--- config.mk ---
export PLATFORM = sky130hd
export DESIGN_NAME = sei_intr
export DESIGN_NICKNAME = d
export VERILOG_FILES = /design/src/sei_pkg.sv /design/src/sei_intr.sv /design/src/sei_sync.sv /design/src/sei_crc16.sv
export SDC_FILE = /design/constraint.sdc
export NUM_CORES = 1
export LEC_CHECK = 0
export BUFFER_PORTS_ARGS = -buffer_cell sky130_fd_sc_hd__buf_2
export CAP_MARGIN = 10
export CORE_ASPECT_RATIO = 1.2
export CORE_MARGIN = 1.5
export CORE_UTILIZATION = 30
export DETAILED_ROUTE_END_ITERATION = 8
export PLACE_DENSITY = 0.52
export SETUP_SLACK_MARGIN = 0.15
export SLEW_MARGIN = 10
export SYNTH_ARGS = -nofsm -noshare
export SYNTH_HDL_FRONTEND = slang
export SYNTH_SLANG_ARGS = --single-unit
--- constraint.sdc ---
create_clock -name mclk -period 3.3 [get_ports mclk]
set_clock_uncertainty 0.05 [all_clocks]
set_input_delay 0.165 -clock mclk [delete_from_list [all_inputs] [get_ports mclk]]
set_output_delay 0.165 -clock mclk [all_outputs]
set_load 0.02 [all_outputs]
--- src/sei_pkg.sv ---
// sei_pkg: widths, flag layout, command codes and carrier types
// for the serial-side event interrupt block
// assumes one system clock; no bus, all control bits are plain ports
package sei_pkg;
  // level and count widths
  localparam int RX_LVL_W = 11;
  localparam int TX_LVL_W = 10;
  localparam int TS_LVL_W = 6;
  localparam int FRM_W = 8;
  localparam int TO_W = 16;
  localparam int LEN_W = 12;
  localparam int EDGE_W = 4;
  // command codes of the fifo transfer commands
  localparam logic [3:0] CMD_TX_WR = 4'h4;
  localparam logic [3:0] CMD_RX_RD = 4'h5;
  localparam logic [3:0] CMD_FIFO_RW = 4'h6;
  // frame length check: 16-bit crc, generator 17'h18005 without its top bit
  localparam logic [15:0] CRC_POLY = 16'h8005;
  localparam logic [15:0] CRC_INIT = 16'h0000;
  // length word layout: length low half, check value high half
  localparam int FLEN_LSB = 0;
  localparam int FCRC_LSB = 16;
  // sck edges after the count hits zero that prove extra data (8 + sync slack)
  localparam logic [EDGE_W-1:0] XTRA_EDGES = 4'h9;
  // flag bit positions
  localparam int NFLAG = 15;
  localparam int F_RX_FRM = 0;
  localparam int F_RX_FILL = 1;
  localparam int F_RX_TO = 2;
  localparam int F_TX_SPACE = 3;
  localparam int F_TS_FILL = 4;
  localparam int F_TX_SHORT = 5;
  localparam int F_TX_LONG = 6;
  localparam int F_RX_LONG = 7;
  localparam int F_TX_OVR = 8;
  localparam int F_RX_UNDR = 9;
  localparam int F_TX_CRC = 10;
  localparam int F_RX_CRC = 11;
  localparam int F_DEAD = 12;
  localparam int F_MAC = 13;
  localparam int F_PHY = 14;
  // reset values
  localparam logic [NFLAG-1:0] FLAGS_RST = 15'h0000;
  localparam logic [LEN_W-1:0] LEN_RST = 12'h000;
  localparam logic [TO_W-1:0] IDLE_RST = 16'h0000;

  typedef logic [NFLAG-1:0] sei_flag_t;

  // kind of fifo transfer now in progress
  typedef enum logic [1:0] {ST_IDLE, ST_WR, ST_RD, ST_RW} sei_xfer_e;

  // fifo levels reported by the fifos
  typedef struct packed {
    logic [FRM_W-1:0] rx_frames;
    logic [RX_LVL_W-1:0] rx_fill;
    logic [TX_LVL_W-1:0] tx_empty;
    logic [TS_LVL_W-1:0] tx_stat_fill;
  } sei_lvl_s;

  // programmed limits
  typedef struct packed {
    logic [FRM_W-1:0] rx_frame_count_limit;
    logic [RX_LVL_W-1:0] rx_fill_limit;
    logic [TO_W-1:0] rx_idle_timeout_limit;
    logic [TX_LVL_W-1:0] tx_space_limit;
    logic [TS_LVL_W-1:0] tx_status_fill_limit;
  } sei_lim_s;

  // decoded command from the serial command engine
  typedef struct packed {
    logic start;
    logic [3:0] code;
    logic [LEN_W-1:0] tx_len;
    logic [LEN_W-1:0] rx_len;
  } sei_cmd_s;
endpackage : sei_pkg

--- src/sei_intr.sv ---
// sei_intr: serial-side event flags and the interrupt pin
// assumes fifo levels, word strobes and length words arrive on mclk;
// chip select and serial clock are pins and are synchronised here
`timescale 1ns/10ps
`default_nettype none
module sei_intr (
  input wire logic mclk, // system clock, 20 MHz
  input wire logic rst, // async reset, high
  input wire logic spi_csn, // chip select pin, low active
  input wire logic spi_sck, // serial clock pin
  input wire sei_pkg::sei_cmd_s cmd, // decoded command, start is a pulse
  input wire logic tx_fifo_wr, // one word written to tx fifo
  input wire logic rx_fifo_rd, // one word read from rx fifo
  input wire sei_pkg::sei_lvl_s lvl, // fifo levels
  input wire sei_pkg::sei_lim_s lim, // programmed limits
  input wire logic tx_flen_vld, // tx length word present
  input wire logic [31:0] tx_flen_word, // tx length and check
  input wire logic rx_flen_vld, // rx length word present
  input wire logic [31:0] rx_flen_word, // rx length and check
  input wire logic stat_deadlock, // status deadlock pulse
  input wire logic mac_irq, // mac interrupt level
  input wire logic phy_irq, // phy interrupt level
  input wire sei_pkg::sei_flag_t flag_mask, // 1 keeps a flag off the pin
  input wire sei_pkg::sei_flag_t flag_clr, // 1 clears a flag, pulse
  output var sei_pkg::sei_flag_t flag_stat, // pending flags
  output logic irq_out // interrupt pin, high active
);
  import sei_pkg::*;

  typedef struct packed {
    sei_flag_t flags;
    logic irq;
    sei_xfer_e xfer;
    logic [LEN_W-1:0] tx_cnt;
    logic [LEN_W-1:0] rx_cnt;
    logic [TO_W-1:0] idle_cnt;
    logic [EDGE_W-1:0] xtra;
    logic csn_d;
    logic sck_d;
  } sei_state_s;

  sei_state_s st_r;
  sei_state_s st_nxt;

  logic [1:0] pin_s;
  logic csn_s;
  logic sck_s;
  logic csn_rise;
  logic sck_rise;
  logic [15:0] tx_crc;
  logic [15:0] rx_crc;
  logic tx_crc_bad;
  logic rx_crc_bad;
  sei_flag_t set;

  ////////////////////////////////////////////////////////////////////
  // pin synchronisers and edge detection on the synchronised levels
  sei_sync #(
    .W(2),
    .RST_VAL(2'h3)
  ) u_sync (
    .mclk(mclk),
    .rst(rst),
    .d({spi_csn, spi_sck}),
    .q(pin_s)
  );

  assign csn_s = pin_s[1];
  assign sck_s = pin_s[0];
  assign csn_rise = csn_s & ~st_r.csn_d;
  assign sck_rise = sck_s & ~st_r.sck_d;

  ////////////////////////////////////////////////////////////////////
  // length word checks on both paths
  sei_crc16 u_tx_crc (
    .data(tx_flen_word[FLEN_LSB +: 16]),
    .crc(tx_crc)
  );

  sei_crc16 u_rx_crc (
    .data(rx_flen_word[FLEN_LSB +: 16]),
    .crc(rx_crc)
  );

  // mismatch against the carried value
  assign tx_crc_bad = tx_flen_vld && (tx_crc != tx_flen_word[FCRC_LSB +: 16]);
  assign rx_crc_bad = rx_flen_vld && (rx_crc != rx_flen_word[FCRC_LSB +: 16]);

  ////////////////////////////////////////////////////////////////////
  // event sources gathered into one set vector
  always_comb
  begin
    set = FLAGS_RST;
    set[F_RX_FRM] = lvl.rx_frames >= lim.rx_frame_count_limit;
    set[F_RX_FILL] = lvl.rx_fill >= lim.rx_fill_limit;
    set[F_RX_TO] = st_r.idle_cnt > lim.rx_idle_timeout_limit;
    set[F_TX_SPACE] = lvl.tx_empty >= lim.tx_space_limit;
    set[F_TS_FILL] = lvl.tx_stat_fill >= lim.tx_status_fill_limit;
    // extra data after the count ran out; combined command never counts
    set[F_TX_SHORT] = (st_r.xfer == ST_WR) && (st_r.tx_cnt == LEN_RST)
      && (tx_fifo_wr || (st_r.xtra >= XTRA_EDGES));
    set[F_TX_LONG] = csn_rise && (st_r.tx_cnt != LEN_RST)
      && (st_r.xfer == ST_WR || st_r.xfer == ST_RW);
    set[F_RX_LONG] = csn_rise && (st_r.rx_cnt != LEN_RST)
      && (st_r.xfer == ST_RD || st_r.xfer == ST_RW);
    set[F_TX_OVR] = tx_fifo_wr && (lvl.tx_empty == '0);
    set[F_RX_UNDR] = rx_fifo_rd && (lvl.rx_fill == '0);
    set[F_TX_CRC] = tx_crc_bad;
    set[F_RX_CRC] = rx_crc_bad;
    set[F_DEAD] = stat_deadlock;
    set[F_MAC] = mac_irq;
    set[F_PHY] = phy_irq;
  end

  ////////////////////////////////////////////////////////////////////
  // next state
  always_comb
  begin
    st_nxt = st_r;
    st_nxt.csn_d = csn_s;
    st_nxt.sck_d = sck_s;

    // transfer tracking: counters load word counts at command start
    if (cmd.start)
    begin
      st_nxt.xtra = '0;
      st_nxt.tx_cnt = LEN_RST;
      st_nxt.rx_cnt = LEN_RST;
      unique case (cmd.code)
        CMD_TX_WR:
        begin
          st_nxt.xfer = ST_WR;
          st_nxt.tx_cnt = cmd.tx_len;
        end
        CMD_RX_RD:
        begin
          st_nxt.xfer = ST_RD;
          st_nxt.rx_cnt = cmd.rx_len;
        end
        CMD_FIFO_RW:
        begin
          st_nxt.xfer = ST_RW;
          st_nxt.tx_cnt = cmd.tx_len;
          st_nxt.rx_cnt = cmd.rx_len;
        end
        default:
        begin
          st_nxt.xfer = ST_IDLE;
        end
      endcase
    end
    else if (csn_rise)
    begin
      st_nxt.xfer = ST_IDLE;
      st_nxt.tx_cnt = LEN_RST;
      st_nxt.rx_cnt = LEN_RST;
      st_nxt.xtra = '0;
    end
    else
    begin
      // word strobes count the declared length down
      if (tx_fifo_wr && st_r.tx_cnt != LEN_RST)
      begin
        st_nxt.tx_cnt = st_r.tx_cnt - 12'h001;
      end
      if (rx_fifo_rd && st_r.rx_cnt != LEN_RST)
      begin
        st_nxt.rx_cnt = st_r.rx_cnt - 12'h001;
      end
      // serial clock edges seen once the write count is exhausted
      if (st_r.xfer == ST_WR && st_r.tx_cnt == LEN_RST && sck_rise && !csn_s
          && st_r.xtra != XTRA_EDGES)
      begin
        st_nxt.xtra = st_r.xtra + 4'h1;
      end
    end

    // idle counter: unread non-empty cycles, saturating
    if (rx_fifo_rd || lvl.rx_fill == '0)
    begin
      st_nxt.idle_cnt = IDLE_RST;
    end
    else if (st_r.idle_cnt != '1)
    begin
      st_nxt.idle_cnt = st_r.idle_cnt + 16'h0001;
    end

    // sticky flags: a set in the clearing cycle wins
    st_nxt.flags = (st_r.flags & ~flag_clr) | set;
    // pin follows the unmasked pending flags
    st_nxt.irq = |(st_nxt.flags & ~flag_mask);
  end

  ////////////////////////////////////////////////////////////////////
  // state register
  always_ff @(posedge mclk or posedge rst)
  begin
    if (rst)
    begin
      st_r.flags <= FLAGS_RST;
      st_r.irq <= 1'b0;
      st_r.xfer <= ST_IDLE;
      st_r.tx_cnt <= LEN_RST;
      st_r.rx_cnt <= LEN_RST;
      st_r.idle_cnt <= IDLE_RST;
      st_r.xtra <= '0;
      st_r.csn_d <= 1'b1;
      st_r.sck_d <= 1'b1;
    end
    else
    begin
      st_r <= st_nxt;
    end
  end

  assign flag_stat = st_r.flags;
  assign irq_out = st_r.irq;
endmodule : sei_intr
`default_nettype wire

--- src/sei_sync.sv ---
// sei_sync: two-flop synchroniser for pin levels
// assumes inputs are levels from outside the mclk domain
`timescale 1ns/10ps
`default_nettype none
module sei_sync #(
  parameter int W = 2,
  parameter logic [W-1:0] RST_VAL = '1 // levels held in reset
) (
  input wire logic mclk, // system clock
  input wire logic rst, // async reset, high
  input wire logic [W-1:0] d, // asynchronous levels
  output logic [W-1:0] q // synchronised levels
);
  typedef struct packed {
    logic [W-1:0] s1;
    logic [W-1:0] s2;
  } sei_sync_s;

  sei_sync_s st_r;
  sei_sync_s st_nxt;

  // first stage feeds only the second
  always_comb
  begin
    st_nxt.s1 = d;
    st_nxt.s2 = st_r.s1;
  end

  // register the state; both stages reset to RST_VAL
  always_ff @(posedge mclk or posedge rst)
  begin
    if (rst)
    begin
      st_r <= {RST_VAL, RST_VAL};
    end
    else
    begin
      st_r <= st_nxt;
    end
  end

  assign q = st_r.s2;
endmodule : sei_sync
`default_nettype wire

--- src/sei_crc16.sv ---
// sei_crc16: combinational 16-bit crc over a 16-bit length field
// assumes msb-first shifting from the package init value
`timescale 1ns/10ps
`default_nettype none
module sei_crc16 (
  input wire logic [15:0] data, // length field
  output logic [15:0] crc // computed check value
);
  import sei_pkg::*;

  // shift the field through the generator one bit at a time
  always_comb
  begin
    logic [15:0] c;
    c = CRC_INIT;
    for (int i = 15; i >= 0; i--)
    begin
      if (c[15] ^ data[i])
      begin
        c = {c[14:0], 1'b0} ^ CRC_POLY;
      end
      else
      begin
        c = {c[14:0], 1'b0};
      end
    end
    crc = c;
  end
endmodule : sei_crc16
`default_nettype wire

# After elaboration in Yosys (flattened, before gate mapping)

Cells that the tools add are included.

Equality and inequality tests: 10
Reduce and logical (&&, ||, !) cells: 33
Bitwise operators: 69
$add $sub $neg: 4
Divide/modulo/power cells: 0
Shift-type cells: 0
Multiplexer cells: 45
$mul: 0
$lt $le $gt $ge: 6

Operators with widths:

| operator                | number |
|---|---|
| $mux W16                | 34 |
| $not A3 Y3              | 30 |
| $mux W12                | 4 |
| $ne A16 B16 Y1          | 2 |
| $and A15 B15 Y15        | 2 |
| $not A15 Y15            | 2 |
| $xor A1 B1 Y1           | 30 |
| $mux W26                | 1 |
| $mux W24                | 1 |
| $reduce_bool A12 Y1     | 2 |
| $sub A12 B1 Y12 const B | 2 |
| $add A16 B1 Y16 const B | 1 |
| $gt A16 B16 Y1          | 1 |
| $ne A16 B16 Y1 const B  | 1 |
| $logic_and A1 B1 Y1     | 15 |
| $or A15 B15 Y15         | 1 |
| $reduce_or A15 Y1       | 1 |
| $eq A4 B3 Y1 const B    | 3 |
| $logic_not A12 Y1       | 1 |
| $mux W4                 | 3 |
| $ge A11 B11 Y1          | 1 |
| $logic_not A11 Y1       | 1 |
| $ge A10 B10 Y1          | 1 |
| $logic_not A10 Y1       | 1 |
| other kinds (16)        | 26 |

Input port bits: 220
ROM bits: 0
Word-level logic and storage cells: 178
Latch bits: 0
Memories kept: 0
Bits in writable memories: 0
Bits in registers: 68

# Longest topological paths before layout

Word-level depth: 36
Depth in mapped cells: 10
Gate-level depth less buffers: 10

# By module

From an unflattened synthesis, not the netlist that was laid out.

Cell total of the unflattened synthesis: 688
Area total of the unflattened synthesis: 5952.0 um^2

Modules (own cells, without submodules):

| module    | area each (um^2) | cells each | seq. area each (um^2) | instances |
|---|---|---|---|---|
| sei_intr  | 5325.1           | 629        | 1604.0                | 1 |
| sei_crc16 | 259.0            | 27         | 0.0                   | 2 |
| sei_sync  | 108.9            | 5          | 105.1                 | 1 |

# Worst setup path after synthesis

Ideal clock, no wire load.

Path type: register to register
Start point: register st_r[27] in the netlist's numbering
End point: register st_r[28] in the netlist's numbering
Arrival time: 2.425 ns
Cell stages (with the launch flop): 8
Path buffers: 1
Slack: 0.703 ns
Clock period less this slack: 2.597 ns
Path through: dfrtp_1 or4_4 or3_4 or3_4 o31a_4 nand2b_4 buf_6 a32o_1

Word-level cells in the longest chain between the ends: 4
Elaborated cells on any way between the ends: 7

RTL lines:

| item                   | line            | RTL |
|---|---|---|
| start, declared        | sei_intr.sv:42  | `sei_state_s st_r;` |
| start signal, assigned | sei_intr.sv:212 | `st_r <= st_nxt;` |
| $sub A12 B1 Y12        | sei_intr.sv:168 | `st_nxt.rx_cnt = st_r.rx_cnt - 12'h001;` |
| $mux W12               | sei_intr.sv:166 | `if (rx_fifo_rd && st_r.rx_cnt != LEN_RST)` |
| $mux W24               | sei_intr.sv:152 | `else if (csn_rise)` |
| $mux W26               | sei_intr.sv:124 | `if (cmd.start)` |

Several ways; a longest one is shown, not always the timed one. The select of a mux whose other input is x is not followed.
A chain may end at the register's enable or synchronous reset.

==> flow_metrics.py <==
metrics = {
    "worst_setup_path": {
        "criticalPathCategory": "reg2reg",
        "critical_path_arrival_ps": 2880,
        "timing.rr.start": "st_r[34]$_DFFE_PP0P_",
        "critical_path.cell_chain": "inv_1, ha_1, nor4b_2, nand3_1, nor4_2, o21a_1, o221ai_1, a311oi_1, and4_1, o2111ai_1",
        "worstSetupEndpointType": "flip-flop",
        "slowest_delay_ps": 390,
        "critPathLaunchType": "flip-flop",
        "crit_fanout": 5,
        "rr_worst_depth": 10,
        "worstSetupStartpoint": "st_r[34]$_DFFE_PP0P_",
        "critPathRequiredTime_ps": 3440,
        "critPathSlowestCell": "sky130_fd_sc_hd__dfrtp_1",
    },
    "detailed_routing": {
        "ant_nets": 0,
        "drt_first_iter_violations": 217,
        "drtPass1Iterations": 4,
        "wirelength_routed_um": 16680,
        "wl_per_cell_um": 13.98,
        "vias": 5595,
        "number_of_design_rule_violations_left_after_detail_routing": 0,
        "via_per_inst": 4.690,
    },
    "run_status": {
        "run_status": "finished clean",
    },
    "synthesis": {
        "post_synth_inst_count": 699,
        "ys_seq_elements": 68,
        "post_synth.cell_area_avg_um2": 8.272,
        "syn-num-nets": 976,
        "async_flop_share": 1.000,
        "synth_sequential_area_ratio": 0.2956,
        "area_fraction_in_compound_gates_after_synthesis": 0.1710,
        "synth_xor_xnor_area_share": 0.1179,
        "synth_area_um2": 5782,
        "count_of_yosys_warnings_during_synthesis": 0,
        "synth_simple_gate_area_frac": 0.1993,
        "synth.area.mux_share": 0.005194,
        "dominantRegCellSynth": "sky130_fd_sc_hd__dfrtp_1",
        "number_of_enable_type_register_cells_in_the_synthesized_netlist": 0,
        "synth_fa_ha_area_frac": 0.1233,
        "synth_top_family_by_area": "simple AND/OR/NAND/NOR gates",
        "synthDistinctLibCells": 65,
    },
    "sta": {
        "finalHoldViolCount": 0,
        "worst_margin_slew_ps": 662.7,
        "final.period_utilization": 0.8286,
        "setup-tns-final_ps": 0,
        "rsz0062_at_grt": "no",
        "total_setup_violations_reported_at_the_end_of_the_flow": 0,
        "maxSlewViolCount": 0,
        "maxClockFrequency_mhz": 365.7,
        "smallest_setup_slack_after_layout_ps": 565.6,
        "fin_crit_ps": 2734,
        "slew_headroom": 0.5577,
    },
    "grt": {
        "grt.overflow.total": 0,
        "top_usage_layer": "met2",
        "via_count_of_the_first_global_routing_pass": 5542,
        "grt_first_pass_wirelength_um": 26550,
        "met1_routing_resource_usage_after_global_routing": 0.1965,
        "grt_antenna_before_repair": 1,
        "globalRouteTotalUtil": 0.1687,
        "grt_util_met3": 0.04333,
        "grt_start_max_net_pins": 45,
        "gr-usage-met2": 0.3011,
    },
    "final_layout": {
        "layout_cell_share_with_drive_strength_beyond_1": 0.2906,
        "most_frequent_standard_cell_in_the_layout_excluding_fill_and_tap_cells": "sky130_fd_sc_hd__buf_2",
        "synthToLayoutAreaGrowth_pct": 29.97,
        "most-common-layout-cells": "sky130_fd_sc_hd__buf_2, sky130_fd_sc_hd__inv_1, sky130_fd_sc_hd__a21oi_1",
        "finish.net_count": 1208,
        "fillerInstances": 2031,
        "finalNonFillerCells": 1193,
    },
    "cts": {
        "tritoncts_num_sinks": 68,
        "post-cts-setup-buffer-count": 0,
        "clock_root_cell": "sky130_fd_sc_hd__clkbuf_16",
        "clock_latency_ps": 330,
        "cts-htree-levels": 3,
        "cts_made_buffers": 9,
        "clock_tree_from_tritoncts": "built",
        "cts_max_path_buffers": 2,
        "clk_transition_reported_paths_ps": 50,
    },
    "pwr": {
        "leakage_nw": 3.879,
        "power.switching_mw": 0.8576,
        "power-per-cell-area_nw_per_um2": 364.2,
        "switching_share": 0.3134,
        "power_frac_clock": 0.334,
        "vdd_drop_max_uv": 194.4,
        "power_report.internal_total_mw": 1.879,
        "power_frac_comb": 0.310,
        "pwr-share-seq": 0.355,
    },
    "die": {
        "design.core.area_um2": 18860,
        "floorplan.die.width_um": 129.7,
        "die_area_um2": 20120,
        "die_height_um": 155.1,
        "initial_utilization": 0.3066,
        "rows": 55,
        "floorplan.io_pins": 236,
    },
    "placement": {
        "placed_cells_incl_taps": 1170,
        "gp_congestion": 0.8043,
        "placement.setup.worst_slack_ps": 369.1,
        "detailedPlacementHpwl_um": 14030,
        "placement.io_buffers": 235,
    },
    "flow_run": {
        "maxCapViolCount": 0,
    },
    "min_path": {
        "count_of_cells_along_the_worst_hold_path": 3,
        "hold_class": "in2reg",
        "hold_start": "mac_irq",
    },
}
[cells by family after synthesis]
family / after synthesis
adders and majority gates: 57
DFF: 68
muxes: 3
AOI/OAI and AO/OA: 163
xor gates and xnor gates: 73
and+or+nand+nor: 217
buffers and inverters: 118
[final cells by class]
class / count / area [um^2] / share of cell area
tap: 256 / 320.3 / 0.04262
inverter: 92 / 345.3 / 0.04595
sequential: 68 / 1709 / 0.2274
timing repair buffer: 247 / 1281 / 0.1705
clock inverter: 2 / 10.01 / 0.001332
multi-input combinational: 513 / 3572 / 0.4754
clock buffer: 14 / 274.0 / 0.03646
antenna: 1 / 2.502 / 0.0003330
[state kept, by name, indices dropped and copies added, names as in the netlist]
| name | count |
|---|---|
| st_r | 48 |
| flag_stat | 15 |
| u_sync.st_nxt | 2 |
| irq_out | 1 |
| u_sync.q | 2 |
[critical path: cells and delay by family (launching register included)]
kind,cells,cell delay [ps]
DFF,1,390
adders and majority gates,1,210
buffers and inverters,1,80
and+or+nand+nor,4,1120
AOI/OAI and AO/OA,4,760
[power by group through the flow]
stage	Clock [mW]	Combinational, mW	Sequential, mW
2_1_floorplan	0	0.579	0.966
3_3_place_gp	0	0.844	0.985
3_5_place_dp	0	0.847	0.985
4_1_cts	0.948	0.858	0.971
5_1_grt	0.981	0.967	0.984
6_report	0.915	0.849	0.973
[cells in the mapped netlist, drive strengths merged, types with 7 or more instances]
master | number | area [um^2]
buf | 16 | 123.9
and3 | 7 | 43.79
a21oi | 69 | 345.3
nor2 | 58 | 220.2
clkbuf | 10 | 37.54
xnor2 | 40 | 350.3
nor4 | 12 | 81.33
nor3 | 19 | 95.09
inv | 92 | 345.3
xor2 | 30 | 262.8
nand2 | 45 | 168.9
nand3 | 14 | 70.07
or3 | 11 | 78.82
a21o | 15 | 112.6
dfrtp | 62 | 1551
o21ai | 31 | 155.1
nand4 | 9 | 56.30
nand2b | 12 | 82.58
a31oi | 11 | 68.82
ha | 57 | 713.2
[final timing paths]
check | endpoint | slack, ps
worst max-delay path | irq_out$_DFF_PP0_ | 570
worst min-delay path | flag_stat[13]$_DFF_PP0_ | 20
worst max register to register | irq_out$_DFF_PP0_ | 570
worst min register to register | u_sync.q[1]$_DFF_PP1_ | 310
max in group asynchronous | st_r[18]$_DFFE_PP0P_ | 2300
min in group asynchronous | st_r[45]$_DFFE_PP0P_ | 390
[what timing repair did]
item / in CTS / in global routing
hold buffers: 6 / 0
endpoints found under the setup margin: 0 / 5
hold endpoints to repair: 67 / 0
gates resized for setup: 0 / 1
[layer usage]
metal | vias up | routed length (um)
met5 | - | 0
met4 | 0 | 224
met3 | 12 | 1253
met2 | 200 | 8339
met1 | 2504 | 6859
li1 | 2879 | -
[stage by stage]
stage          power, mW  cell area, um^2    util  hold slack [ps]
6_report           2.737             7515  0.3985            18.08
5_1_grt            2.932             7512  0.3984            17.19
4_1_cts            2.778             7506  0.3981            3.426
3_5_place_dp       1.832             7162  0.3798            203.2
3_3_place_gp       1.829             7162  0.3798            201.6
2_1_floorplan      1.545             5782       -            119.5
No activity file was read; power rests on OpenSTA's default activity.
